`config.mk`:
```
export PLATFORM = sky130hd
export DESIGN_NAME = smu_top
export DESIGN_NICKNAME = d
export VERILOG_FILES = /design/src/rtl/smu_pkg.sv /design/src/rtl/smu_window_dec.sv /design/src/rtl/smu_access_chk.sv /design/src/rtl/smu_top.sv
export SDC_FILE = /design/constraint.sdc
export NUM_CORES = 1
export LEC_CHECK = 0
export BUFFER_PORTS_ARGS = -buffer_cell sky130_fd_sc_hd__buf_2
export CORE_ASPECT_RATIO = 1.4
export CORE_MARGIN = 1.5
export CORE_UTILIZATION = 59
export DETAILED_ROUTE_END_ITERATION = 7
export GPL_TIMING_DRIVEN = 0
export PLACE_DENSITY = 0.8
export SLEW_MARGIN = 20
export SYNTH_ARGS = -nofsm -noshare
export SYNTH_HDL_FRONTEND = slang
export SYNTH_HIERARCHICAL = 1
export SYNTH_SLANG_ARGS = --single-unit
```
`constraint.sdc`:
```
create_clock -name clk_in -period 2.8 [get_ports clk_in]
set_input_delay 0.14 -clock clk_in [delete_from_list [all_inputs] [get_ports clk_in]]
set_output_delay 0.14 -clock clk_in [all_outputs]
set_load 0.03 [all_outputs]
```
`src/rtl/smu_pkg.sv`:
```
// Constants and carrier types for the segment map unit
// Operation
// Sixteen segment registers, zero to fifteen, each describing one segment.
// Top four address bits pick the register; low 28 bits are the offset.
// Bit 15 set marks the segment identifier valid; unit then responds.
// I/O-channel inhibit flag set denies channel access; clear permits it.
// Processor inhibit flag set denies processor access; clear permits it.
// Bits 18 to 29 hold the 12-bit identifier forming the virtual address.
// Bits 0 to 14, 30 and 31 reserved; translation ignores them.
// Segments are linear, built of 2K pages, bounded by the 28-bit offset.
// Register fifteen always routes to the I/O bus, not paged memory.
// F000 0000 16MB is bus I/O space; following 48MB reserved.
// F400 0000 to F4FF FFFF is bus memory space.
// Four 16MB windows from FC00 0000: assist, non-assist, FP DMA, FP option.
// Register fourteen translates references from I/O-bus masters.
// Register fifteen accesses limited to supervisor state.
// Processor loads registers by I/O instructions and saves them itself.
// Channel inhibit at bit 16, processor inhibit at bit 17; bit 0 is MSB.
// Invalid entry or applicable inhibit set: no translation, access exception.
// After reset every segment register reads zero.
package smu_pkg;
  localparam int          SMU_NUM_SEG   = 16;
  localparam int          SMU_SEL_W     = 4;
  localparam int          SMU_OFF_W     = 28;
  localparam int          SMU_ID_W      = 12;
  localparam int          SMU_VA_W      = SMU_ID_W + SMU_OFF_W;
  localparam int          SMU_PAGE_W    = 11;
  // Field positions in little-endian terms; bit 0 of the map is bit 31 here
  localparam int          SMU_V_POS     = 16;
  localparam int          SMU_I_POS     = 15;
  localparam int          SMU_P_POS     = 14;
  localparam int          SMU_ID_HI     = 13;
  localparam int          SMU_ID_LO     = 2;
  localparam logic [31:0] SMU_WR_MASK   = 32'h0001_FFFC;
  localparam logic [31:0] SMU_ENTRY_RST = 32'h0000_0000;
  localparam logic [3:0]  SMU_IO_SEG    = 4'hF;
  localparam logic [3:0]  SMU_IN_SEG    = 4'hE;
  // Window select is offset bits 27..24 inside segment fifteen
  localparam logic [3:0]  SMU_WIN_BUSIO = 4'h0;
  localparam logic [3:0]  SMU_WIN_BUSMEM= 4'h4;
  localparam logic [3:0]  SMU_WIN_CPAS  = 4'hC;
  localparam logic [3:0]  SMU_WIN_CPNA  = 4'hD;
  localparam logic [3:0]  SMU_WIN_FPDMA = 4'hE;
  localparam logic [3:0]  SMU_WIN_FPOPT = 4'hF;

  typedef enum logic {
    SMU_SRC_CPU  = 1'b0,
    SMU_SRC_IOCH = 1'b1
  } smu_src_t;

  typedef enum logic [2:0] {
    SMU_W_NONE   = 3'b000,
    SMU_W_BUSIO  = 3'b001,
    SMU_W_BUSMEM = 3'b010,
    SMU_W_CPAS   = 3'b011,
    SMU_W_CPNA   = 3'b100,
    SMU_W_FPDMA  = 3'b101,
    SMU_W_FPOPT  = 3'b110,
    SMU_W_RSVD   = 3'b111
  } smu_win_t;

  typedef enum logic [1:0] {
    SMU_C_NONE    = 2'b00,
    SMU_C_INVALID = 2'b01,
    SMU_C_INHIBIT = 2'b10,
    SMU_C_PRIV    = 2'b11
  } smu_cause_t;

  typedef struct packed {
    logic        valid;
    smu_src_t    src;
    logic        supv;
    logic [31:0] ea;
  } smu_xreq_t;

  typedef struct packed {
    logic                done;
    logic                fault;
    smu_cause_t          cause;
    logic                to_iobus;
    smu_win_t            win;
    logic [SMU_VA_W-1:0] vaddr;
  } smu_xrsp_t;

  typedef struct packed {
    logic        valid;
    logic        write;
    logic [3:0]  idx;
    logic [31:0] wdata;
  } smu_rreq_t;

  typedef struct packed {
    logic        valid;
    logic [31:0] rdata;
  } smu_rrsp_t;
endpackage

```
`src/rtl/smu_window_dec.sv`:
```
// Window decoder for the I/O-bus segment
`timescale 1ns/1ps
module smu_window_dec
  import smu_pkg::*;
(
  input  wire logic [3:0] hi_in,
  input  wire logic       io_seg_in,
  output smu_win_t        win_out
);
  always_comb begin
    if (!io_seg_in) begin
      win_out = SMU_W_NONE;
    end else begin
      case (hi_in)
        SMU_WIN_BUSIO:  win_out = SMU_W_BUSIO;
        SMU_WIN_BUSMEM: win_out = SMU_W_BUSMEM;
        SMU_WIN_CPAS:   win_out = SMU_W_CPAS;
        SMU_WIN_CPNA:   win_out = SMU_W_CPNA;
        SMU_WIN_FPDMA:  win_out = SMU_W_FPDMA;
        SMU_WIN_FPOPT:  win_out = SMU_W_FPOPT;
        default:        win_out = SMU_W_RSVD;
      endcase
    end
  end
endmodule // smu_window_dec

```
`src/rtl/smu_access_chk.sv`:
```
// Access check of one segment entry against the requester
`timescale 1ns/1ps
module smu_access_chk
  import smu_pkg::*;
(
  input  wire logic [31:0] entry_in,
  input  smu_src_t         src_in,
  input  wire logic        supv_in,
  input  wire logic        io_seg_in,
  input  smu_win_t         win_in,
  output logic             fault_out,
  output smu_cause_t       cause_out
);
  // Priority: invalid, then inhibit, then privilege or reserved window
  always_comb begin
    cause_out = SMU_C_NONE;
    if (!entry_in[SMU_V_POS]) begin
      cause_out = SMU_C_INVALID;
    end else if (src_in == SMU_SRC_IOCH && entry_in[SMU_I_POS]) begin
      cause_out = SMU_C_INHIBIT;
    end else if (src_in == SMU_SRC_CPU && entry_in[SMU_P_POS]) begin
      cause_out = SMU_C_INHIBIT;
    end else if (io_seg_in && (!supv_in || win_in == SMU_W_RSVD)) begin
      cause_out = SMU_C_PRIV;
    end
    fault_out = (cause_out != SMU_C_NONE);
  end
endmodule // smu_access_chk

```
`src/rtl/smu_top.sv`:
```
// Segment map unit: register file, translation and I/O-bus window decode
`timescale 1ns/1ps
module smu_top
  import smu_pkg::*;
#(
  parameter int NUM_SEG = SMU_NUM_SEG,
  parameter int ID_W    = SMU_ID_W
)(
  input  wire logic clk_in,
  input  wire logic rst_in,
  input  smu_xreq_t xreq_in,
  input  smu_rreq_t rreq_in,
  output smu_xrsp_t xrsp_out,
  output smu_rrsp_t rrsp_out
);
  // The select field and field layout are fixed, so other sizes cannot be served
  if (NUM_SEG != SMU_NUM_SEG || ID_W != SMU_ID_W) begin : g_bad_cfg
    $error("smu_top: NUM_SEG must be 16 and ID_W must be 12");
  end

  // Register file state
  logic [31:0] seg_r   [NUM_SEG];
  logic [31:0] seg_nxt [NUM_SEG];
  smu_rrsp_t   rrsp_r;
  smu_rrsp_t   rrsp_nxt;

  // Translation state
  smu_xrsp_t   xrsp_r;
  smu_xrsp_t   xrsp_nxt;

  // Lookup path
  logic [3:0]  sel;
  logic        io_seg;
  logic [31:0] sel_ent;
  smu_win_t    win;
  logic        chk_fault;
  smu_cause_t  chk_cause;

  // Reserved bits are dropped on write so a read never echoes them
  always_comb begin
    for (int i = 0; i < NUM_SEG; i++) begin
      seg_nxt[i] = seg_r[i];
    end
    if (rreq_in.valid && rreq_in.write) begin
      seg_nxt[rreq_in.idx] = rreq_in.wdata & SMU_WR_MASK;
    end
    rrsp_nxt.valid = rreq_in.valid && !rreq_in.write;
    rrsp_nxt.rdata = rreq_in.valid && !rreq_in.write ? seg_r[rreq_in.idx] : 32'h0000_0000;
  end

  always_ff @(posedge clk_in) begin
    if (rst_in) begin
      for (int i = 0; i < NUM_SEG; i++) begin
        seg_r[i] <= SMU_ENTRY_RST;
      end
      rrsp_r <= '0;
    end else begin
      for (int i = 0; i < NUM_SEG; i++) begin
        seg_r[i] <= seg_nxt[i];
      end
      rrsp_r <= rrsp_nxt;
    end
  end

  // Channel masters arrive with a bus address only, so they always use entry 14
  always_comb begin
    if (xreq_in.src == SMU_SRC_IOCH) begin
      sel = SMU_IN_SEG;
    end else begin
      sel = xreq_in.ea[31:32-SMU_SEL_W];
    end
    io_seg  = (xreq_in.src == SMU_SRC_CPU) && (sel == SMU_IO_SEG);
    sel_ent = seg_r[sel];
  end

  smu_window_dec u_win (
    .hi_in     (xreq_in.ea[SMU_OFF_W-1:SMU_OFF_W-4]),
    .io_seg_in (io_seg),
    .win_out   (win)
  );

  smu_access_chk u_chk (
    .entry_in  (sel_ent),
    .src_in    (xreq_in.src),
    .supv_in   (xreq_in.supv),
    .io_seg_in (io_seg),
    .win_in    (win),
    .fault_out (chk_fault),
    .cause_out (chk_cause)
  );

  // A faulting request returns a zero address so nothing downstream is translated
  always_comb begin
    xrsp_nxt          = '0;
    xrsp_nxt.done     = xreq_in.valid;
    if (xreq_in.valid) begin
      xrsp_nxt.fault    = chk_fault;
      xrsp_nxt.cause    = chk_cause;
      xrsp_nxt.to_iobus = io_seg && !chk_fault;
      xrsp_nxt.win      = win;
      if (!chk_fault) begin
        // Whole 28-bit offset passes; page is offset[27:11], byte is offset[10:0]
        xrsp_nxt.vaddr = {sel_ent[SMU_ID_HI:SMU_ID_LO], xreq_in.ea[SMU_OFF_W-1:0]};
      end
    end
  end

  always_ff @(posedge clk_in) begin
    if (rst_in) begin
      xrsp_r <= '0;
    end else begin
      xrsp_r <= xrsp_nxt;
    end
  end

  assign xrsp_out = xrsp_r;
  assign rrsp_out = rrsp_r;
endmodule // smu_top

```
==> flow_metrics.tcl, run 1 <==
set metrics [dict create \
    end_kind "flip-flop" \
    place_area_um2 15600 \
    preCtsSetupSlack_ps -1130 \
    hold_depth 3 \
    cts.sinks 304 \
    antenna_found_initial 0 \
    final_antenna_net_count 0 \
    hold_class "in -> reg" \
    gp_congestion 1.00 \
    die_w_um 136 \
    period_needed_ps 2790 \
    finalSetupViolCount 0 \
    combPwrFrac_pct 9.4 \
    slew_viol_final 0 \
    drt-total-wl_um 51500 \
    hpwl_um 38800 \
    tightest_slew_ps 1090 \
    fin_crit_sh_pct 99.5 \
    htreeDepth 1 \
    vdd_drop_max_uv 608 \
    clock_path_buffers 3 \
    tritoncts "built" \
    syn_inst 1661 \
    syn_area_um2 14600 \
    overflow 0 \
    grt_max_degree 20 \
    fin_util_pct 70.1 \
    sw_frac_of_total_pct 25.1 \
    post_drt_via_cell_ratio 6.25 \
    ff2ff_path_depth 9 \
    min_from "rreq_in[16]" \
    power.switching_mw 2.46 \
    p_clk_share_pct 46.0 \
    grt_usage_pct 39.7 \
    fin_nets 1923 \
    cp.arrival_ps 3250 \
    stdcell_area_um2 17200 \
    drc 0 \
    start_kind "flip-flop" \
    status "finished, final reports clean" \
    die_area_um2 25800 \
    clk_pin_slew_ps 70 \
    drt_pass1_iterations 6 \
    cts_root_buf "clkbuf_16" \
    vias 13700 \
    rr_startpoint "seg_r[8][15]" \
    max-cap-violations 0 \
    hold_ws_ps 20.6 \
    p_int_mw 7.37 \
    insertion_delay_ps 580 \
    path_max_fanout 10 \
    cp.required_ps 3270 \
    tritoncts.num_buffers 29 \
    coreArea_um2 24500 \
    port_buffers 102 \
    syn_to_final_growth_pct 17.5 \
    ioPinCount 156 \
    ys_warn_count 6 \
    worst_clock_skew_ps 24.2 \
    start_util_pct 59.7 \
    cts_setup_buffers 0 \
    synth_area_per_cell_um2 8.81 \
    hold_viol_final 0 \
    fin_tns_setup_ps 0 \
    critPathLaunch "seg_r[8][15]" \
    pwr-share-seq_pct 44.6 \
    relSlewSlack_pct 27.3 \
    setup_slack_ps 12.7 \
    die-height_um 189 \
    drt-initial-drc-count 1504 \
    drive_gt1_share_pct 20.3 \
    grt_first_pass_wirelength_um 76400 \
    fmax_ghz 0.359 \
    first_global_vias 13900 \
    cellPowerDensity_nw_per_um2 572 \
    rows 68 \
    path_class "reg -> reg" \
    leakagePower_nw 6.16 \
    wl_per_cell_um 23.6 \
    rsz0062_at_grt "false" \
    num_antenna_cells 0 \
]
[state kept, by name, summed over array words and instances, names as in the netlist]
register  flops
rrsp_out     16
seg_r       240
xrsp_out     48
[routing by layer]
| metal | vias to the layer above | GRT usage (%) | routed length, um |
|---|---|---|---|
| li1 | 6154 | - | - |
| met1 | 6385 | 42.1 | 17400 |
| met3 | 282 | 7.44 | 4690 |
| met4 | 0 | 31.2 | 4380 |
| met5 | - | 0 | 0 |
| met2 | 848 | 68.4 | 25100 |
[worst paths after layout]
kind | slack, ps | endpoint
worst min-delay path | 20 | seg_r[6][16]
worst max register to register | 10 | xrsp_out[35]
worst min register to register | 470 | seg_r[15][10]
worst max-delay path | 10 | xrsp_out[35]
[placed cells by master (no fill, tap or decap), types with 3 or more instances in the layout]
master,count
a211o_1,13
a21boi_0,12
a21oi_1,266
a221oi_1,3
a31oi_1,7
a31oi_2,4
and2_1,34
buf_1,9
buf_2,147
buf_4,33
buf_6,11
bufinv_16,7
clkbuf_1,87
clkbuf_16,29
clkbuf_4,3
clkbuf_8,6
clkinv_2,5
clkinvlp_4,5
conb_1,17
dfxtp_1,304
dlygate4sd3_1,40
inv_1,5
mux2_2,9
mux2i_1,78
mux4_2,75
nand2_1,407
nand2b_1,5
nor2_1,24
nor2_4,6
nor2b_1,3
nor3_2,4
o21ai_0,105
o221ai_1,4
o22a_1,6
o22ai_1,27
o32ai_1,12
or2_2,6
or3_1,5
or3b_2,12
[worst max-delay path: stages (launching register included)]
cell and delay (ps):
dfxtp_1 330, mux2_2 270, o22a_1 200, o221ai_2 250
o311ai_1 220, mux2_4 320, or3b_1 410, nand2b_4 220
buf_6 190, a31oi_4 270
[power by group through the flow]
stage / logic (mW) / clock network (mW) / registers [mW]
2_1_floorplan: 0.514 / 0 / 4.50
4_1_cts: 0.878 / 4.51 / 4.38
3_3_place_gp: 0.820 / 0 / 4.48
5_1_grt: 0.954 / 4.66 / 4.39
6_report: 0.920 / 4.52 / 4.38
3_5_place_dp: 0.828 / 0 / 4.48
[final cells by class]
| type | count | area, um^2 |
|---|---|---|
| Sequential cell | 304 | 6090 |
| Timing Repair Buffer | 142 | 911 |
| Inverter | 6 | 23.8 |
| Clock inverter | 18 | 285 |
| Multi-Input combinational cell | 1176 | 7680 |
| Buffer | 189 | 986 |
| Clock buffer | 36 | 812 |
| Tap cell | 315 | 394 |
| Fill cell | 1915 | 7320 |
[what timing repair did]
item,4_1_cts,5_1_grt
resized for setup,11,17
hold buffers,40,0
pin swaps,0,1
endpoints found under the setup margin,31,30
endpoints found under the hold margin,76,0
gates cloned,0,0
[per-stage QoR]
step	power, mW	instances
after floorplan	5.02	1677
after global placement	5.30	2094
after detailed placement	5.31	2094
after CTS	9.77	2187
after global routing	10.0	2186
final	9.83	2186
No activity file was read; power rests on OpenSTA's default activity.
==> run 2: changes to the inputs <==
ABC_CLOCK_PERIOD_IN_PS = 2800   (was default)
HOLD_SLACK_MARGIN = 0.08   (was default)
SKIP_CTS_REPAIR_TIMING = 1   (was default)
==> flow_metrics.tcl, run 2 (synthesis results as in run 1) <==
set metrics [dict create \
    die_w_um 136 \
    drive_gt1_share_pct 20.3 \
    wl_per_cell_um 23.5 \
    drt-initial-drc-count 1397 \
    htreeDepth 1 \
    relSlewSlack_pct 26.5 \
    insertion_delay_ps 580 \
    die_area_um2 25800 \
    tightest_slew_ps 1100 \
    p_clk_share_pct 46.0 \
    coreArea_um2 24500 \
    path_max_fanout 10 \
    leakagePower_nw 6.19 \
    rows 68 \
    slew_viol_final 0 \
    final_antenna_net_count 0 \
    cp.arrival_ps 3240 \
    ioPinCount 156 \
    worst_clock_skew_ps 23.9 \
    drt_pass1_iterations 6 \
    ff2ff_path_depth 10 \
    finalSetupViolCount 0 \
    largest-register "seg_r" \
    p_int_mw 7.37 \
    overflow 0 \
    final_common_cell "nand2_1" \
    vias 13800 \
    syn_to_final_growth_pct 18.0 \
    die-height_um 189 \
    cp.required_ps 3300 \
    hpwl_um 38800 \
    max-cap-violations 0 \
    drt-total-wl_um 51500 \
    drc 0 \
    fin_tns_setup_ps 0 \
    fin_crit_sh_pct 97.7 \
    sw_frac_of_total_pct 25.1 \
    r2r_slack_ps 70 \
    path_class "in -> reg" \
    antenna_found_initial 1 \
    grt_max_degree 16 \
    tritoncts.num_buffers 29 \
    hold_depth 3 \
    power.switching_mw 2.47 \
    gp_congestion 1.00 \
    tritoncts "built" \
    grt_usage_pct 38.9 \
    combPwrFrac_pct 9.4 \
    start_util_pct 59.7 \
    cts_root_buf "clkbuf_16" \
    post_drt_via_cell_ratio 6.26 \
    fin_nets 1933 \
    port_buffers 102 \
    hold_class "in -> reg" \
    final_cell_mix "407 x nand2_1, 304 x dfxtp_1, 266 x a21oi_1" \
    period_needed_ps 2740 \
    vdd_drop_max_uv 608 \
    clk_pin_slew_ps 70 \
    hold_viol_final 0 \
    status "finished, final reports clean" \
    cts.sinks 304 \
    first_global_vias 13500 \
    finalPower_mw 9.84 \
    start_kind "input port" \
    cellPowerDensity_nw_per_um2 570 \
    largest_reg_flops 240 \
    end_kind "flip-flop" \
    grt_first_pass_wirelength_um 74900 \
    clock_path_buffers 3 \
    fmax_ghz 0.365 \
    pwr-share-seq_pct 44.6 \
    num_antenna_cells 0 \
]
-- run 2: worst max-delay path, cell delays in order --
cell	delay [ps]
buf_2	130
buf_2	190
clkinvlp_4	130
and3_1	220
clkbuf_1	420
buf_2	350
o221ai_1	250
o311ai_1	240
or3b_1	460
nor2b_1	140
clkbuf_4	200
buf_2	190
and2_1	170
-- run 2: path summary, 6_finish.rpt --
check | endpoint | from
setup reg to reg | xrsp_out[20] | seg_r[8][15]
setup / recovery | xrsp_out[20] | xreq_in[33]
hold / removal | xrsp_out[47] | xreq_in[34]
hold reg to reg | seg_r[15][13] | seg_r[15][13]
-- run 2: layer usage --
metal / wire [um] / track usage (%)
met1: 17000 / 41.9
met2: 25200 / 66.3
met3: 4930 / 6.83
met4: 4410 / 30.9
met5: 0 / 0
-- run 2: power groups by stage --
stage	logic (mW)	clock network (mW)	registers [mW]
floorplan	0.514	0	4.50
global placement	0.820	0	4.48
detailed placement	0.828	0	4.48
CTS	0.832	4.51	4.38
global route	0.962	4.67	4.39
finish	0.926	4.53	4.38
-- run 2: layout make-up --
| cell class | count | area, um^2 |
|---|---|---|
| well taps | 315 | 394 |
| inverters | 6 | 26.3 |
| flip-flops and latches | 304 | 6090 |
| multi-input cells | 1176 | 7670 |
| clock buffers | 36 | 812 |
| plain buffers | 190 | 985 |
| clock inverters | 18 | 285 |
| fillers | 1907 | 7250 |
| repair buffers | 151 | 993 |
-- run 2: per-stage QoR --
stage,util (%),setup WS [ps],hold slack (ps),cell area (um^2),cells
2_1_floorplan,-,362,239,14700,1677
3_3_place_gp,63.6,-1130,344,15600,2094
3_5_place_dp,63.6,-1130,343,15600,2094
4_1_cts,68.1,-553,-246,16700,2148
5_1_grt,70.4,-59.2,117,17300,2196
6_report,70.4,63.8,65.0,17300,2196
==> run 3: changes to the inputs <==
REMOVE_ABC_BUFFERS = 1   (was default)
==> flow_metrics.tcl, run 3 (synthesis results as in run 1) <==
set metrics [dict create \
    status "finished, final reports clean" \
    place_area_um2 15000 \
    drt_pass1_iterations 5 \
    ioPinCount 156 \
    fin_tns_setup_ps 0 \
    coreArea_um2 24500 \
    antenna_found_initial 0 \
    die_area_um2 25800 \
    grt_use_met2_pct 54.2 \
    vdd_drop_max_uv 571 \
    vias 13100 \
    drt-initial-drc-count 1846 \
    path_class "in -> reg" \
    largest-register "seg_r" \
    overflow 0 \
    fin_crit_sh_pct 99.3 \
    path_max_fanout 29 \
    insertion_delay_ps 580 \
    path_delay_family "simple AND/OR/NAND/NOR gates" \
    drive_gt1_share_pct 18.6 \
    multi_input_area_um2 7700 \
    power.switching_mw 2.28 \
    slowest_stage "and3_1" \
    drt-total-wl_um 43700 \
    grt_max_degree 111 \
    cts.sinks 304 \
    cpPeakStageDelay_ps 680 \
    fmax_ghz 0.360 \
    p_int_mw 7.14 \
    pwr-share-seq_pct 46.5 \
    cp.required_ps 3240 \
    final_antenna_net_count 0 \
    cts_root_buf "clkbuf_16" \
    worst_clock_skew_ps 26.1 \
    hold_viol_final 0 \
    tritoncts.num_buffers 29 \
    finalSetupViolCount 0 \
    busiest_layer "met2" \
    post_drt_via_cell_ratio 6.44 \
    preCtsSetupSlack_ps -1710 \
    setup_slack_ps 19.0 \
    clk_pin_slew_ps 70 \
    die_w_um 136 \
    hpwl_um 26800 \
    crit_chain "clkbuf_4 -> clkinvlp_4 -> buf_4 -> and3_1 -> o221ai_1 -> o311ai_1 -> or3b_1 -> nand2b_4 -> a31oi_1" \
    cp.arrival_ps 3220 \
    regArea_um2 6090 \
    htreeDepth 1 \
    rows 68 \
    max-cap-violations 0 \
    grt_first_pass_wirelength_um 66500 \
    leakagePower_nw 5.86 \
    hold_ws_ps 120 \
    use_met3_pct 5.30 \
    tritoncts "built" \
    period_needed_ps 2780 \
    port_buffers 121 \
    combPwrFrac_pct 8.7 \
    crit_buf_inv 3 \
    final_common_cell "nand2_1" \
    start_kind "input port" \
    end_kind "flip-flop" \
    rsz0062_at_grt "false" \
    slew_viol_final 0 \
    fillers 1930 \
    largest_reg_flops 240 \
    final_cell_mix "406 x nand2_1, 304 x dfxtp_1, 266 x a21oi_1" \
    first_global_vias 12600 \
    relSlewSlack_pct 23.5 \
    tightest_slew_ps 1140 \
    hold_class "in -> reg" \
    met1_usage_pct 40.5 \
    syn_to_final_growth_pct 13.5 \
    cellPowerDensity_nw_per_um2 568 \
    clock_path_buffers 3 \
    gp_congestion 0.921 \
    wl_per_cell_um 21.4 \
    start_util_pct 59.7 \
    die-height_um 189 \
    sw_frac_of_total_pct 24.2 \
    num_antenna_cells 0 \
    stdcell_area_um2 16600 \
    p_clk_share_pct 44.8 \
    grt_usage_pct 32.8 \
    fin_nets 1777 \
    drc 0 \
]
run 3: final cells by class:
cell class / count / share of cell area, %
Clock inverter: 12 / 1.00
Timing Repair inverter: 1 / 0.0302
Multi-Input combinational cell: 1176 / 46.4
Sequential cell: 304 / 36.7
Timing Repair Buffer: 184 / 8.19
Inverter: 6 / 0.158
Tap cell: 315 / 2.37
Clock buffer: 41 / 5.19
run 3: worst paths after layout:
path,from,end,slack (ps),cells past startpoint
worst max-delay path,xreq_in[33],xrsp_out[33],20,9
worst min-delay path,xreq_in[31],xrsp_out[43],120,3
worst max register to register,seg_r[8][15],xrsp_out[33],100,8
worst min register to register,seg_r[11][10],seg_r[11][10],470,2
run 3: per-stage QoR:
stage                     instances  power [mW]  util (%)
after floorplan                1486        4.79         -
after global placement         1922        5.17      60.0
after detailed placement       1929        5.21      61.1
after CTS                      1982        9.34      65.3
after global routing           2039        9.66      67.7
final                          2039        9.42      67.7
run 3: power groups by stage:
| stage | registers (mW) | clock network [mW] | logic [mW] |
|---|---|---|---|
| floorplan | 4.50 | 0 | 0.283 |
| CTS | 4.38 | 4.22 | 0.730 |
| global placement | 4.48 | 0 | 0.696 |
| detailed placement | 4.48 | 0 | 0.726 |
| finish | 4.38 | 4.22 | 0.818 |
| global route | 4.38 | 4.41 | 0.858 |
run 3: per-layer routing:
| layer | wire [um] | vias up |
|---|---|---|
| li1 | - | 5848 |
| met1 | 15900 | 6262 |
| met2 | 21600 | 847 |
| met3 | 4220 | 174 |
| met4 | 1930 | 0 |
| met5 | 0 | - |
run 3: tightest hold or removal path, cell delays in order:
cell and delay [ps]:
buf_2 160, a21oi_1 260, nor3_1 90
